### config.mk
export PLATFORM = sky130hd
export DESIGN_NAME = iisg_top
export DESIGN_NICKNAME = d
export VERILOG_FILES = /design/src/pkg/iisg_pkg.sv /design/src/hdl/iisg_top.sv
export SDC_FILE = /design/constraint.sdc
export NUM_CORES = 1
export LEC_CHECK = 0
export BUFFER_PORTS_ARGS = -buffer_cell sky130_fd_sc_hd__buf_2
export CAP_MARGIN = 20
export CORE_MARGIN = 2
export CORE_UTILIZATION = 31
export CTS_BUF_LIST = sky130_fd_sc_hd__clkbuf_8
export CTS_CLUSTER_DIAMETER = 40
export DETAILED_ROUTE_END_ITERATION = 10
export PLACE_DENSITY_LB_ADDON = 0.1
export SLEW_MARGIN = 20
export SYNTH_ARGS = -nofsm -noshare
export SYNTH_HDL_FRONTEND = slang
export SYNTH_SLANG_ARGS = --single-unit
### constraint.sdc
create_clock -name clk -period 4.46 [get_ports clk]
set_input_delay 1.338 -clock clk [delete_from_list [all_inputs] [get_ports clk]]
set_output_delay 1.338 -clock clk [all_outputs]
set_load 0.01 [all_outputs]
### src/pkg/iisg_pkg.sv
// Notes on behaviour
// First state pin follows channel 1 state
// Second pin in data mode follows channel 2
// Second pin in interrupt mode is open-drain
// Control bit 2 picks second pin function
// Address pin picks chip address; ground disables
// Serial transfers timed only by host clock
// Host polls reset-complete flag before commands
// Host then programs filter, load, gain
// Lock key write completes configuration
// Gain set by bits 1:0 at 0x201
// Gain codes map to 1, 2, 5, 10
// Gain field resets to unity
// Host picks gain to fill ADC range
// Channel states derived from ADC samples
// Host may read status and samples
// Before reset complete: outputs low, writes ignored
`default_nettype none
package iisg_pkg;
    // Serial frame layout, 32 bits, most significant first
    localparam int FRAME_BITS  = 32;
    localparam int HEADER_BITS = 16;
    localparam int CHIP_MSB    = 15;
    localparam int CHIP_LSB    = 13;
    localparam int RW_BIT      = 12;
    localparam int ADDR_MSB    = 11;
    // Register offsets
    localparam logic [11:0] ADDR_GAIN       = 12'h201;
    localparam logic [11:0] ADDR_CTRL       = 12'h001;
    localparam logic [11:0] ADDR_INT_STATUS = 12'h002;
    localparam logic [11:0] ADDR_STATUS     = 12'h003;
    localparam logic [11:0] ADDR_SAMPLE     = 12'h004;
    localparam logic [11:0] ADDR_THRESHOLD  = 12'h005;
    localparam logic [11:0] ADDR_LOCK       = 12'h006;
    // Field positions and values
    localparam int PIN_MODE_BIT   = 2;
    localparam int RST_DONE_BIT   = 14;
    localparam logic [15:0] LOCK_KEY       = 16'hADE1;
    localparam logic [1:0]  GAIN_RESET     = 2'h0;
    localparam logic [7:0]  THR_HIGH_RESET = 8'hA0;
    localparam logic [7:0]  THR_LOW_RESET  = 8'h60;
    // Timing
    localparam int CLK_MHZ          = 25;
    localparam int RST_DONE_TIME_NS = 10000;
    localparam int RST_DONE_CYCLES  = RST_DONE_TIME_NS * CLK_MHZ / 1000;
    localparam int IRQ_HIGH_TIME_NS = 1000;
    localparam int IRQ_HIGH_CYCLES  = IRQ_HIGH_TIME_NS * CLK_MHZ / 1000;
endpackage
`default_nettype wire

### src/hdl/iisg_top.sv
`default_nettype none
module iisg_top
    import iisg_pkg::*;
#(
    parameter int RST_WAIT = RST_DONE_CYCLES
) (
    input  wire logic       clk,
    input  wire logic       reset_n,
    input  wire logic       spi_cs_n,
    input  wire logic       spi_sclk,
    input  wire logic       spi_mosi,
    output var  logic       spi_miso,
    output var  logic       spi_miso_oe,
    input  wire logic [2:0] chip_addr_sel,
    input  wire logic [7:0] adc_sample,
    input  wire logic       adc_sample_valid,
    input  wire logic       adc_sample_chan,
    output var  logic       chan1_state_out,
    output var  logic       chan2_state_or_irq_out,
    output var  logic       chan2_state_or_irq_oe,
    output var  logic [1:0] amplifier_gain_code,
    output var  logic [3:0] amplifier_gain_factor
);

    ////////////////////////////////////////////////////////////////////////
    // Gain code to multiplier
    function automatic logic [3:0] gain_of(input logic [1:0] code);
        case (code)
            2'h0:    gain_of = 4'h1;
            2'h1:    gain_of = 4'h2;
            2'h2:    gain_of = 4'h5;
            default: gain_of = 4'hA;
        endcase
    endfunction

    ////////////////////////////////////////////////////////////////////////
    // Pin synchronisers; first stage feeds only the second
    logic [1:0] cs_sync;
    logic [1:0] sclk_sync;
    logic [1:0] mosi_sync;
    logic [2:0] addr_sel_a;
    logic [2:0] addr_sel_b;
    logic       sclk_prev;

    always_ff @(posedge clk or negedge reset_n) begin
        if (!reset_n) begin
            cs_sync    <= 2'h3;
            sclk_sync  <= 2'h0;
            mosi_sync  <= 2'h0;
            addr_sel_a <= 3'h0;
            addr_sel_b <= 3'h0;
            sclk_prev  <= 1'b0;
        end else begin
            cs_sync    <= {cs_sync[0], spi_cs_n};
            sclk_sync  <= {sclk_sync[0], spi_sclk};
            mosi_sync  <= {mosi_sync[0], spi_mosi};
            addr_sel_a <= chip_addr_sel;
            addr_sel_b <= addr_sel_a;
            sclk_prev  <= sclk_sync[1];
        end
    end

    // Data moves only on host clock edges while selected
    wire cs_active  = ~cs_sync[1];
    wire sclk_rise  = cs_active & sclk_sync[1] & ~sclk_prev;
    wire sclk_fall  = cs_active & ~sclk_sync[1] & sclk_prev;

    ////////////////////////////////////////////////////////////////////////
    // Reset-complete counter; flag stays set until the next reset
    logic [15:0] rst_count;
    logic        reset_complete_flag;

    always_ff @(posedge clk or negedge reset_n) begin
        if (!reset_n) begin
            rst_count           <= 16'h0000;
            reset_complete_flag <= 1'b0;
        end else if (!reset_complete_flag) begin
            rst_count           <= rst_count + 16'h0001;
            reset_complete_flag <= (rst_count == 16'(RST_WAIT - 1));
        end
    end

    ////////////////////////////////////////////////////////////////////////
    // Serial shifter
    logic [5:0]  bit_count;
    logic [15:0] rx_shift;
    logic [15:0] header;
    logic [15:0] tx_shift;
    logic        frame_done;

    wire [15:0] next_rx     = {rx_shift[14:0], mosi_sync[1]};
    wire        header_end  = sclk_rise & (bit_count == 6'(HEADER_BITS - 1));
    wire        frame_end   = sclk_rise & (bit_count == 6'(FRAME_BITS - 1));
    wire [2:0]  hdr_chip    = next_rx[CHIP_MSB:CHIP_LSB];
    // Grounded address pin means any chip field is accepted
    wire        chip_hit    = (addr_sel_b == 3'h0) | (hdr_chip == addr_sel_b);
    wire        hdr_is_mine = (addr_sel_b == 3'h0) | (header[CHIP_MSB:CHIP_LSB] == addr_sel_b);
    wire [11:0] rd_addr     = next_rx[ADDR_MSB:0];
    wire [11:0] wr_addr     = header[ADDR_MSB:0];
    wire        wr_commit   = frame_end & ~frame_done & header[RW_BIT] & hdr_is_mine
                              & reset_complete_flag;

    always_ff @(posedge clk or negedge reset_n) begin
        if (!reset_n) begin
            bit_count  <= 6'h00;
            rx_shift   <= 16'h0000;
            header     <= 16'h0000;
            frame_done <= 1'b0;
        end else if (!cs_active) begin
            bit_count  <= 6'h00;
            frame_done <= 1'b0;
        end else if (sclk_rise) begin
            rx_shift  <= next_rx;
            bit_count <= frame_end ? 6'h00 : bit_count + 6'h01;
            if (header_end) begin
                header <= next_rx;
            end
            if (frame_end) begin
                frame_done <= 1'b1;  // Extra clocks in one select commit no further write
            end
        end
    end

    ////////////////////////////////////////////////////////////////////////
    // Configuration registers
    logic [1:0] gain_code;
    logic       pin_irq_mode;
    logic [7:0] thr_high;
    logic [7:0] thr_low;
    logic       config_locked;

    wire wr_gain = wr_commit & (wr_addr == ADDR_GAIN);
    wire wr_ctrl = wr_commit & (wr_addr == ADDR_CTRL);
    wire wr_thr  = wr_commit & (wr_addr == ADDR_THRESHOLD);
    wire wr_lock = wr_commit & (wr_addr == ADDR_LOCK);
    // Locking protects setup from a stray frame on a shared bus
    wire cfg_ok  = ~config_locked;

    always_ff @(posedge clk or negedge reset_n) begin
        if (!reset_n) begin
            gain_code     <= GAIN_RESET;
            pin_irq_mode  <= 1'b0;
            thr_high      <= THR_HIGH_RESET;
            thr_low       <= THR_LOW_RESET;
            config_locked <= 1'b0;
        end else begin
            if (wr_gain && cfg_ok) begin
                gain_code <= next_rx[1:0];
            end
            if (wr_ctrl && cfg_ok) begin
                pin_irq_mode <= next_rx[PIN_MODE_BIT];
            end
            if (wr_thr && cfg_ok) begin
                thr_high <= next_rx[15:8];
                thr_low  <= next_rx[7:0];
            end
            if (wr_lock) begin
                config_locked <= (next_rx == LOCK_KEY);
            end
        end
    end

    ////////////////////////////////////////////////////////////////////////
    // Sample capture and hysteretic compare per channel
    logic [7:0] sample1;
    logic [7:0] sample2;
    logic       state1;
    logic       state2;

    wire above_high = adc_sample > thr_high;
    wire below_low  = adc_sample < thr_low;
    wire next_state = above_high ? 1'b1 : (below_low ? 1'b0
                      : (adc_sample_chan ? state2 : state1));

    always_ff @(posedge clk or negedge reset_n) begin
        if (!reset_n) begin
            sample1 <= 8'h00;
            sample2 <= 8'h00;
            state1  <= 1'b0;
            state2  <= 1'b0;
        end else if (adc_sample_valid) begin
            if (adc_sample_chan) begin
                sample2 <= adc_sample;
                state2  <= next_state;
            end else begin
                sample1 <= adc_sample;
                state1  <= next_state;
            end
        end
    end

    ////////////////////////////////////////////////////////////////////////
    // Sample-ready pulse: line released for a short time per sample
    logic [7:0] irq_count;

    always_ff @(posedge clk or negedge reset_n) begin
        if (!reset_n) begin
            irq_count <= 8'h00;
        end else if (adc_sample_valid) begin
            irq_count <= 8'(IRQ_HIGH_CYCLES);
        end else if (irq_count != 8'h00) begin
            irq_count <= irq_count - 8'h01;
        end
    end

    ////////////////////////////////////////////////////////////////////////
    // Read data mux
    wire [15:0] ctrl_word   = {13'h0000, pin_irq_mode, 2'h0};
    wire [15:0] int_word    = {1'b0, reset_complete_flag, 14'h0000};
    wire [15:0] status_word = {13'h0000, config_locked, state2, state1};
    logic [15:0] read_word;

    always_comb begin
        case (rd_addr)
            ADDR_GAIN:       read_word = {14'h0000, gain_code};
            ADDR_CTRL:       read_word = ctrl_word;
            ADDR_INT_STATUS: read_word = int_word;
            ADDR_STATUS:     read_word = status_word;
            ADDR_SAMPLE:     read_word = {sample2, sample1};
            ADDR_THRESHOLD:  read_word = {thr_high, thr_low};
            default:         read_word = 16'h0000;
        endcase
    end

    ////////////////////////////////////////////////////////////////////////
    // Transmit side: loaded after header, shifted on falling edges
    logic tx_enable;

    always_ff @(posedge clk or negedge reset_n) begin
        if (!reset_n) begin
            tx_shift    <= 16'h0000;
            tx_enable   <= 1'b0;
            spi_miso    <= 1'b0;
            spi_miso_oe <= 1'b0;
        end else if (!cs_active) begin
            tx_enable   <= 1'b0;
            spi_miso    <= 1'b0;
            spi_miso_oe <= 1'b0;  // Release shared line when deselected
        end else if (header_end) begin
            tx_shift    <= read_word;
            tx_enable   <= ~next_rx[RW_BIT] & chip_hit;
        end else if (sclk_fall && tx_enable) begin
            spi_miso    <= tx_shift[15];
            spi_miso_oe <= 1'b1;
            tx_shift    <= {tx_shift[14:0], 1'b0};
        end
    end

    ////////////////////////////////////////////////////////////////////////
    // Output pins, all registered
    always_ff @(posedge clk or negedge reset_n) begin
        if (!reset_n) begin
            chan1_state_out        <= 1'b0;
            chan2_state_or_irq_out <= 1'b0;
            chan2_state_or_irq_oe  <= 1'b0;
            amplifier_gain_code    <= GAIN_RESET;
            amplifier_gain_factor  <= 4'h1;
        end else begin
            chan1_state_out <= state1 & reset_complete_flag;
            if (pin_irq_mode) begin
                chan2_state_or_irq_out <= 1'b0;
                chan2_state_or_irq_oe  <= (irq_count == 8'h00);
            end else begin
                chan2_state_or_irq_out <= state2 & reset_complete_flag;
                chan2_state_or_irq_oe  <= 1'b1;
            end
            amplifier_gain_code   <= gain_code;
            amplifier_gain_factor <= gain_of(gain_code);
        end
    end

endmodule
`default_nettype wire

Yosys cells after proc, flatten, opt, wreduce, memory -nomap -nowiden

Index checks and enable logic that the tools add are counted.
W data, S select, Z words.

$add $sub $neg: 3
Multipliers: 0
Divide/modulo/power cells: 0
Order comparisons: 2
Equal/unequal tests: 19
Shift-type cells: 0
Multiplexer cells: 26
Bitwise logic cells: 26
Reduce and logical (&&, ||, !) cells: 21

Operators with widths:

| kind                    | count |
|---|---|
| $pmux W16 S6            | 1 |
| $eq A12 B3 Y1 const B   | 4 |
| $mux W16                | 2 |
| $eq A12 B1 Y1 const B   | 2 |
| $eq A12 B10 Y1 const B  | 2 |
| $eq A12 B2 Y1 const B   | 2 |
| $mux W6                 | 3 |
| $and A1 B1 Y1           | 17 |
| $mux W1                 | 17 |
| $add A16 B1 Y16 const B | 1 |
| $eq A16 B16 Y1 const B  | 1 |
| $eq A16 B8 Y1 const B   | 1 |
| $mux W8                 | 2 |
| $pmux W4 S3             | 1 |
| $reduce_and A2 Y1       | 6 |
| $reduce_bool A2 Y1      | 6 |
| $gt A8 B8 Y1            | 1 |
| $logic_not A8 Y1        | 1 |
| $lt A8 B8 Y1            | 1 |
| $reduce_bool A8 Y1      | 1 |
| $sub A8 B1 Y8 const B   | 1 |
| $not A1 Y1              | 7 |
| $add A6 B1 Y6 const B   | 1 |
| $eq A3 B3 Y1            | 2 |
| 10 further kinds        | 14 |

Register bits: 142
Latch bits: 0
Bits in writable memories: 0
Memory bits (read-only): 0
Bits of input ports: 18
Output and inout port bits: 11
Word-level logic and storage cells: 128
Memories: 0

Depth between registers and ports, before layout

Gate-level depths: netlist of run 1.

Depth in word-level cells: 10
Gate-level depth with buffers: 8
Depth with buffers taken out: 7

Worst setup path after synthesis of run 1

Ideal clock, no wire load.

Path kind: in2reg
Start: input port adc_sample[5]
End: register state2
Library setup time: 0.143 ns
Data arrival time: 2.419 ns
Required time: 4.317 ns
Path slack: 1.899 ns
Stages: 6
Path buffers: 0
Path through: ha_1 -> a21o_1 -> a21oi_1 -> nor2b_1 -> a2111oi_0 -> o22ai_1

Cells in the longest elaborated chain, start to end: 3
Elaborated cells on any way between the ends: 4
Those cells by class: order compare: 2; mux: 2

Ends and longest elaborated chain:

| item                 | line            | text |
|---|---|---|
| from (decl)          | iisg_top.sv:15  | `input wire logic [7:0] adc_sample,` |
| $lt A8 B8 Y1         | iisg_top.sv:171 | `wire below_low = adc_sample < thr_low;` |
| $mux W1              | iisg_top.sv:172 | `wire next_state = above_high ? 1'b1 : (below_low ? 1'b0` |
| $mux W1 (*)          | iisg_top.sv:172 |  |
| to (signal assigned) | iisg_top.sv:184 | `state2 <= next_state;` |
| to (decl)            | iisg_top.sv:168 | `logic state2;` |

Mark *: on every way between the ends. The rest lies on a longest branch, timed or not.
A chain may end at the register's enable or synchronous reset.

Worst setup path in the final report of run 1

Start: register cs_sync[1]
End: register thr_high[4]

Cells in the longest elaborated chain, start to end: 10

Ends and longest elaborated chain:

| item                        | line            | text |
|---|---|---|
| from (decl)                 | iisg_top.sv:38  | `logic [1:0] cs_sync;` |
| from (signal assigned)      | iisg_top.sv:54  | `cs_sync <= {cs_sync[0], spi_cs_n};` |
| $not A1 Y1 (no line)        | -               |  |
| $and A1 B1 Y1 (2 in series) | iisg_top.sv:65  | `wire sclk_rise = cs_active & sclk_sync[1] & ~sclk_prev;` |
| $and A1 B1 Y1               | iisg_top.sv:93  | `wire frame_end = sclk_rise & (bit_count == 6'(FRAME_BITS - 1));` |
| $and A1 B1 Y1 (3 in series) | iisg_top.sv:100 | `wire wr_commit = frame_end & ~frame_done & header[RW_BIT] & hdr_is_mine` |
| $and A1 B1 Y1               | iisg_top.sv:101 | `& reset_complete_flag;` |
| $and A1 B1 Y1               | iisg_top.sv:134 | `wire wr_thr = wr_commit & (wr_addr == ADDR_THRESHOLD);` |
| $logic_and A1 B1 Y1         | iisg_top.sv:153 | `if (wr_thr && cfg_ok) begin` |
| to (signal assigned)        | iisg_top.sv:154 | `thr_high <= next_rx[15:8];` |
| to (decl)                   | iisg_top.sv:128 | `logic [7:0] thr_high;` |

Every way passes these cells.

==> metrics.txt, run 1 <==
Max-slew headroom 34.6%; yosys warns 0; Seq cells post-synth 142; cts hold-fix bufs 0; multi-input logic area 2880 sq um; Syn Inst Count 625; ratio of total power to cell area 361 nW/um^2; PortBufs 28; Leakage 3.33 nW; Hold Violations, Final 0; worst-margin pin slew 0.956 ns; met2 wire len 7400 um; largest net degree at the start of global routing 93; Post-synth top flop dfrtp_1; Avg Inst Size Synth 10.7 sq um; core area 21,100 sq um; ys async rst share 100%; Worst Skew 0.0160 ns; DRT iter0 DRCs 351; routed wire length 16,100 um; io pins 29; Nets 685; FF+latch area 3560 sq um; Final Setup Violations 0; setup TNS 0 ns; H-tree levels 4; Post-synth EDFFs 0; Total GRT Usage 15.2%; Bufs on Longest Clock Path 2; Syn-to-layout area delta 12.0%; uppermost layer routed met4; # fillers 2,151; worst skew pair latency 0.45 ns; Power Total 0.00270 W; syn_nets 663; Critical Path End Type register; wl on met1 8100 um; residual DRC count 0; Antenna Nets Post-Route 0; CTS tree done; Post-CTS Setup Inserts 0; met3 routed WL 391 um; clock slew at reported path FFs 0.09 ns; post_cts resized 0; n_diodes 0; chip height 151 um; Tcrit/Tclk final 60.6%; Hold WC Path Type register to register; post-synthesis sequential area ratio 53.4%; RSZ-0062 raised after global routing no; Routed WL per cell 17.2 um; clock sink count 142; CP Data Required Time 4.79 ns; GPL Wtd Cong 0.801; initial antenna violation count 0; Chip Width 151 um; synthesized area 6680 sq um; router iterations before antenna repair 5; Setup CP Type register to register; global-route wire length before repair 26,000 um; Peak supply drop 0.000167 V; max cap viols 0; clk root buf clkbuf_8; Yosys top cell area share 50.6%; Slew Limit Fails 0; Critical Path AT 3.03 ns; critical path launch point type register; vias in the first global route 4,481; Via density 4.94; gr ovfl total 0; fmax 0.370 GHz; largest area contributor in the synthesized netlist dfrtp_1; Starting Density 31.7%; HPWL after DPL 11,100 um; Synth cell types 63; Cell Rows 53; Inserted Clock Buffers 17; outcome complete, no violations; Via Count 4,616; min cycle time layout 2.70 ns; fraction of layout cells with a size suffix above 1 19.2%; main area contributors after synthesis dfrtp_1 (51%), nand2_1 (4.9%), mux2_2 (4.7%); die area 22,700 sq um; peak fanout along the critical path 19
layer usage:
metal  up-vias  GRT usage [%]
li1       2236              -
met1      2320           22.0
met2        47           23.2
met3        13           2.97
met4         0           4.53
met5         -              0
kinds of logic (layout without fill, tap and decap cells):
| family | Yosys count | in the layout | synth area share [%] |
|---|---|---|---|
| buffers and inverters | 58 | 93 | 3.58 |
| AO/OA/AOI/OAI | 108 | 108 | 10.8 |
| flip-flops | 142 | 142 | 53.4 |
| multiplexers | 45 | 45 | 7.50 |
| AND/OR/NAND/NOR | 228 | 228 | 17.9 |
| adder cells (fa/ha/maj) | 20 | 20 | 3.75 |
| XOR/XNOR | 24 | 24 | 3.15 |
placed cells by master, fill, tap and decap left out, drive strengths merged, types with 4 or more instances in the layout:
master	count
a22o	13
nand2	97
nand4	7
nor2	38
nor2b	13
buf	33
o22ai	4
xnor2	16
nor3	6
ha	20
o2111ai	4
dfstp	7
clkbuf	17
nand3	10
mux2i	5
clkinv	4
nor4	8
mux2	40
a21oi	26
o21ai	38
nand2b	9
nand4b	4
inv	32
xor2	8
nor3b	4
and2	4
clkinvlp	5
nand3b	11
dfrtp	135
sequential cells by signal (all words and copies together), names as in the netlist, 2 cells and up:
register               flops
sclk_sync                  2
amplifier_gain_factor      4
rst_count                 16
mosi_sync                  2
tx_shift                  16
thr_high                   8
cs_sync                    2
irq_count                  8
bit_count                  6
rx_shift                  15
sample1                    8
sample2                    8
amplifier_gain_code        2
gain_code                  2
addr_sel_a                 3
header                    16
thr_low                    8
addr_sel_b                 3
worst max-delay path, stage by stage, from the launching register on:
cell and delay (ns):
dfstp_2 0.45, nor3b_2 0.34, buf_4 0.30, nand4_1 0.17
nor3_2 0.24, o2111ai_2 0.55, mux2_1 0.52
metrics by stage:
| stage | utilization, % | setup slack [ns] | instance area [sq um] | instances | hold slack (ns) |
|---|---|---|---|---|---|
| 3_5_place_dp | 33.6 | 1.64 | 7080 | 903 | 0.336 |
| 4_1_cts | 35.5 | 1.71 | 7480 | 935 | 0.358 |
| 6_report | 35.5 | 1.76 | 7480 | 935 | 0.354 |
| 5_1_grt | 35.5 | 1.49 | 7480 | 935 | 0.368 |
| 3_3_place_gp | 33.6 | 1.65 | 7080 | 903 | 0.335 |
| 2_1_floorplan | - | 1.90 | 6680 | 625 | 0.331 |
cell type report:
cell class	count	share of cell area, %
clock inverter	15	2.14
tap	275	4.60
clock buffer	17	3.13
multi-input combinational	425	38.5
sequential	142	47.6
inverter	28	1.41
timing repair buffer	33	2.63
path summary, 6_finish.rpt:
path	slack, ns	start	endpoint	depth (start not counted)
max	1.76	cs_sync[1]	thr_high[4]	6
min	0.35	mosi_sync[0]	mosi_sync[1]	0
max reg2reg	1.76	cs_sync[1]	thr_high[4]	6
min reg2reg	0.35	mosi_sync[0]	mosi_sync[1]	0
max in group asynchronous	2.69	reset_n	cs_sync[1]	2
min in group asynchronous	0.94	reset_n	rst_count[10]	1
Yosys cell counts (3+ instances only):
master and instances:
nand3_1 10, mux2_1 12, inv_1 28, a31oi_1 3
a2111oi_0 3, dfrtp_1 135, xnor2_1 16, and3_1 3
nor2b_1 13, nand2b_1 9, nand2_1 88, o2111ai_1 3
mux2_2 28, nor2_1 37, nor4_1 7, mux2i_1 5
o21ai_0 37, a22o_1 13, nor3b_1 3, a21oi_2 9
nand4_1 7, nand4b_1 4, nand2_2 9, ha_1 20
clkbuf_1 22, o22ai_1 4, nand3b_1 11, a211oi_1 3
a21oi_1 17, xor2_1 8, and2_1 4, nor3_1 4
dfstp_2 7, buf_2 5
report_power, final:
part           internal, W  switching, W  leakage [nW]
combinational    0.0000932      0.000134          1.29
clock             0.000502      0.000543         0.185
sequential         0.00134     0.0000859          1.86
total              0.00193      0.000762          3.33
(Power assumes the default switching activity.)
==> run 2: changes to the inputs <==
==> constraint.sdc (replaced) <==
create_clock -name clk -period 2.6 [get_ports clk]
set_input_delay 0.78 -clock clk [delete_from_list [all_inputs] [get_ports clk]]
set_output_delay 0.78 -clock clk [all_outputs]
set_load 0.01 [all_outputs]
==> run 2 against run 1 <==
Effect of this change:
- wire length decreased by 2.2%
- core utilization increased by 0.63 points
- non-clock buffer count increased by 17
- clock skew decreased by 0.0072 ns
- register-to-register slack got worse by 1.4 ns
- setup slack got worse by 1.4 ns
- largest cell class unchanged
- largest power group unchanged
==> metrics.txt, run 2 (synthesized netlist as in run 1, its figures left out) <==
Critical Path End Type register; Antenna Nets Post-Route 0; n_diodes 0; Hold WC Path Type input port to async pin; max cap viols 0; CP cell instances ha_1, and4b_1, nand3b_1, buf_4, nand2_1, nor2_1, a21oi_2; Inserted Clock Buffers 17; Slowest-stage cell, CP dfrtp_1; Setup CP Type register to register; DRT iter0 DRCs 152; clk root buf clkbuf_8; Max-slew headroom 56.8%; Hold Violations, Final 0; Post-CTS Setup Inserts 0; fraction of layout cells with a size suffix above 1 21.3%; peak fanout along the critical path 17; HPWL after DPL 11,300 um; Starting Density 31.7%; fmax 0.446 GHz; outcome complete, no violations; clock slew at reported path FFs 0.08 ns; Leakage 3.41 nW; global-route wire length before repair 26,000 um; critical path launch point type register; chip height 151 um; Syn-to-layout area delta 14.0%; PortBufs 28; io pins 29; post-place instance area 7220 sq um; cts hold-fix bufs 0; ratio of total power to cell area 602 nW/um^2; Setup Slack @ Placement 0.344 ns; Critical Path AT 2.57 ns; Cell Rows 53; most frequent cells in the layout dfrtp_1 (135), nand2_1 (88), o21ai_0 (37), nor2_1 (37); vias in the first global route 4,809; largest net degree at the start of global routing 61; fin worst setup slack 0.358 ns; design area 7610 sq um; die area 22,700 sq um; Via Count 4,634; Total GRT Usage 14.9%; worst-margin pin slew 0.647 ns; Final Setup Violations 0; CTS tree done; Worst Skew 0.00873 ns; RSZ-0062 raised after global routing no; CP Data Required Time 2.93 ns; gr ovfl total 0; CP max stage delay 0.41 ns; H-tree levels 4; Slew Limit Fails 0; Nets 702; min cycle time layout 2.24 ns; Via density 4.87; worst skew pair latency 0.45 ns; Tcrit/Tclk final 86.2%; initial antenna violation count 0; router iterations before antenna repair 4; Chip Width 151 um; clock sink count 142; setup TNS 0 ns; worst hold-check slack 0.301 ns; most common cell after layout, fill and taps aside dfrtp_1; routed wire length 15,700 um; top flop regs header (16), rst_count (16), tx_shift (16); residual DRC count 0; core area 21,100 sq um; post_cts resized 0; Peak supply drop 0.000285 V; Routed WL per cell 16.5 um; Bufs on Longest Clock Path 2; Layout Utilization 36.1%; GPL Wtd Cong 0.785
==> run 2: final timing paths <==
check	cells after the start	slack, ns	to	start
min in group clk	0	0.35	mosi_sync[1]	mosi_sync[0]
min reg2reg	0	0.35	mosi_sync[1]	mosi_sync[0]
max in group asynchronous	2	1.59	pin_irq_mode	reset_n
max	7	0.36	tx_shift[10]	bit_count[0]
max reg2reg	7	0.36	tx_shift[10]	bit_count[0]
min	1	0.30	rst_count[11]	reset_n
==> run 2: report_power, final <==
part	total (W)	switching [W]	internal, W
Combinational	0.000459	0.000272	0.000187
Sequential	0.00240	0.000100	0.00230
Clock	0.00173	0.000893	0.000834
Total	0.00458	0.00126	0.00332
==> run 2: metal layers <==
metal | up-vias | wire, um | share of wire, % | GRT usage [%]
li1 | 2244 | - | - | -
met4 | 0 | 200 | 1.3 | 4.21
met1 | 2323 | 7580 | 48 | 20.3
met2 | 50 | 7520 | 48 | 24.3
met3 | 17 | 411 | 2.6 | 2.94
met5 | - | 0 | 0 | 0
==> run 2: layout make-up <==
class                           count  area [sq um]
Fill cell                        2123         13500
Sequential cell                   142          3560
Multi-Input combinational cell    425          2880
Tap cell                          275           344
Timing Repair Buffer               50           337
Clock buffer                       20           275
Clock inverter                     12           111
Inverter                           28           105
==> run 2: worst max-delay path, delay by kind of cell, from the launching register on <==
family | cells | cell delay, ns
flip-flops | 1 | 0.41
AO/OA/AOI/OAI | 1 | 0.04
buffers and inverters | 1 | 0.27
AND/OR/NAND/NOR | 4 | 1.15
adder cells (fa/ha/maj) | 1 | 0.25
==> run 2: stage by stage <==
stage	instances	total power, W
floorplan	625	0.00268
global placement	920	0.00290
detailed placement	920	0.00291
CTS	952	0.00467
global route	952	0.00482
finish	952	0.00458
==> run 3: changes to the inputs <==
--- a/config.mk
+++ b/config.mk
@@ -8,7 +8,7 @@
 export BUFFER_PORTS_ARGS = -buffer_cell sky130_fd_sc_hd__buf_2
 export CAP_MARGIN = 20
 export CORE_MARGIN = 2
-export CORE_UTILIZATION = 31
+export CORE_UTILIZATION = 32
 export CTS_BUF_LIST = sky130_fd_sc_hd__clkbuf_8
 export CTS_CLUSTER_DIAMETER = 40
 export DETAILED_ROUTE_END_ITERATION = 10
==> constraint.sdc (replaced) <==
create_clock -name clk -period 2 [get_ports clk]
set_input_delay 0.6 -clock clk [delete_from_list [all_inputs] [get_ports clk]]
set_output_delay 0.6 -clock clk [all_outputs]
set_load 0.01 [all_outputs]
==> run 3 against run 2 <==
Effect of this change:
- the flow now finishes with violations (setup timing)
- clock skew grew 0.0085 ns
- wire length grew 5.5%
- non-clock buffer count grew 39
- critical path type unchanged
- largest power group unchanged
==> metrics.txt, run 3 (synthesized netlist as in run 1, its figures left out) <==
min cycle time layout 2.04 ns; WP buf/inv 2; Layout Utilization 39.5%; Hold WC Path Type input port to async pin; ratio of total power to cell area 761 nW/um^2; CP cell instances nor4_4, buf_4, nand4_1, nor3_4, o2111ai_4, buf_12, mux2_1; Via density 4.89; fraction of layout cells with a size suffix above 1 27.4%; top flop regs header (16), rst_count (16), tx_shift (16); Slew Limit Fails 0; Critical Path AT 2.38 ns; fin worst setup slack -0.0386 ns; crit-path leading delay family simple AND/OR/NAND/NOR gates; Chip Width 148 um; routed wire length 16,600 um; post-place instance area 7510 sq um; worst hold-check slack 0.0504 ns; Max-slew headroom 68.1%; Tcrit/Tclk final 102%; n_diodes 0; RSZ-0062 raised after global routing yes; Inserted Clock Buffers 17; die area 22,000 sq um; design area 8040 sq um; most frequent cells in the layout dfrtp_1 (133), nand2_1 (88), buf_4 (54), o21ai_0 (37), nor2_1 (36); clk root buf clkbuf_8; residual DRC count 0; Total GRT Usage 15.8%; Peak supply drop 0.000382 V; failing checks setup timing; Worst Skew 0.0172 ns; most common cell after layout, fill and taps aside dfrtp_1; global-route wire length before repair 26,800 um; setup TNS -0.208 ns; Setup Slack @ Placement -0.123 ns; CP Data Required Time 2.34 ns; critical path launch point type register; clock slew at reported path FFs 0.09 ns; PortBufs 28; worst-margin pin slew 0.474 ns; Hold Violations, Final 0; vias in the first global route 4,810; Cell Rows 52; largest net degree at the start of global routing 41; GPL Wtd Cong 0.798; Via Count 4,823; io pins 29; clock sink count 142; Critical Path End Type register; Bufs on Longest Clock Path 2; outcome finished with violations; HPWL after DPL 11,900 um; Final Setup Violations 9; router iterations before antenna repair 4; Antenna Nets Post-Route 0; Nets 741; max cap viols 0; Leakage 3.67 nW; H-tree levels 4; Routed WL per cell 16.8 um; initial antenna violation count 0; Setup CP Type register to register; peak fanout along the critical path 16; CTS tree done; fmax 0.491 GHz; DRT iter0 DRCs 241; worst skew pair latency 0.46 ns; Syn-to-layout area delta 20.4%; chip height 148 um; Starting Density 32.8%; gr ovfl total 0; core area 20,400 sq um; Slowest-stage cell, CP dfrtp_1; CP max stage delay 0.41 ns
[run 3: repair_timing]
action                     4_1_cts  5_1_grt
resized for setup                2       17
pin swaps                        0        2
setup endpoints to repair       14       49
setup buffers                    1        6
hold buffers                     0        0
gates cloned                     0        0
[run 3: layout make-up]
| type | count | area [sq um] |
|---|---|---|
| multi-input cells | 425 | 2960 |
| inverters | 28 | 105 |
| fillers | 1987 | 12300 |
| well taps | 270 | 338 |
| repair buffers | 89 | 674 |
| clock inverters | 15 | 156 |
| flip-flops and latches | 142 | 3560 |
| clock buffers | 17 | 234 |
[run 3: metrics by stage]
stage	total power [W]	instances
global route	0.00641	986
finish	0.00612	986
CTS	0.00619	980
floorplan	0.00349	625
global placement	0.00385	947
detailed placement	0.00387	947
[run 3: metal layers]
metal | routed length (um) | vias to the layer above | global-route usage, %
met5 | 0 | - | 0
met4 | 251 | 0 | 5.19
met3 | 423 | 15 | 3.22
met2 | 8000 | 63 | 25.8
met1 | 7920 | 2412 | 21.2
li1 | - | 2333 | -
[run 3: where the power goes]
group	switching [W]	internal, W	leakage, nW
Clock	0.00128	0.00103	0.194
Sequential	0.0000973	0.00299	1.85
Combinational	0.000415	0.000309	1.63
Total	0.00179	0.00432	3.67
[run 3: final timing paths]
check | start | endpoint | slack [ns] | cells after the start
min in group clk | spi_cs_n | cs_sync[0] | 0.23 | 1
max reg2reg | header[3] | thr_low[4] | -0.04 | 7
min | reset_n | amplifier_gain_factor[1] | 0.05 | 1
max | header[3] | thr_low[4] | -0.04 | 7
max in group asynchronous | reset_n | cs_sync[0] | 1.36 | 2
min reg2reg | sclk_sync[0] | sclk_sync[1] | 0.36 | 0
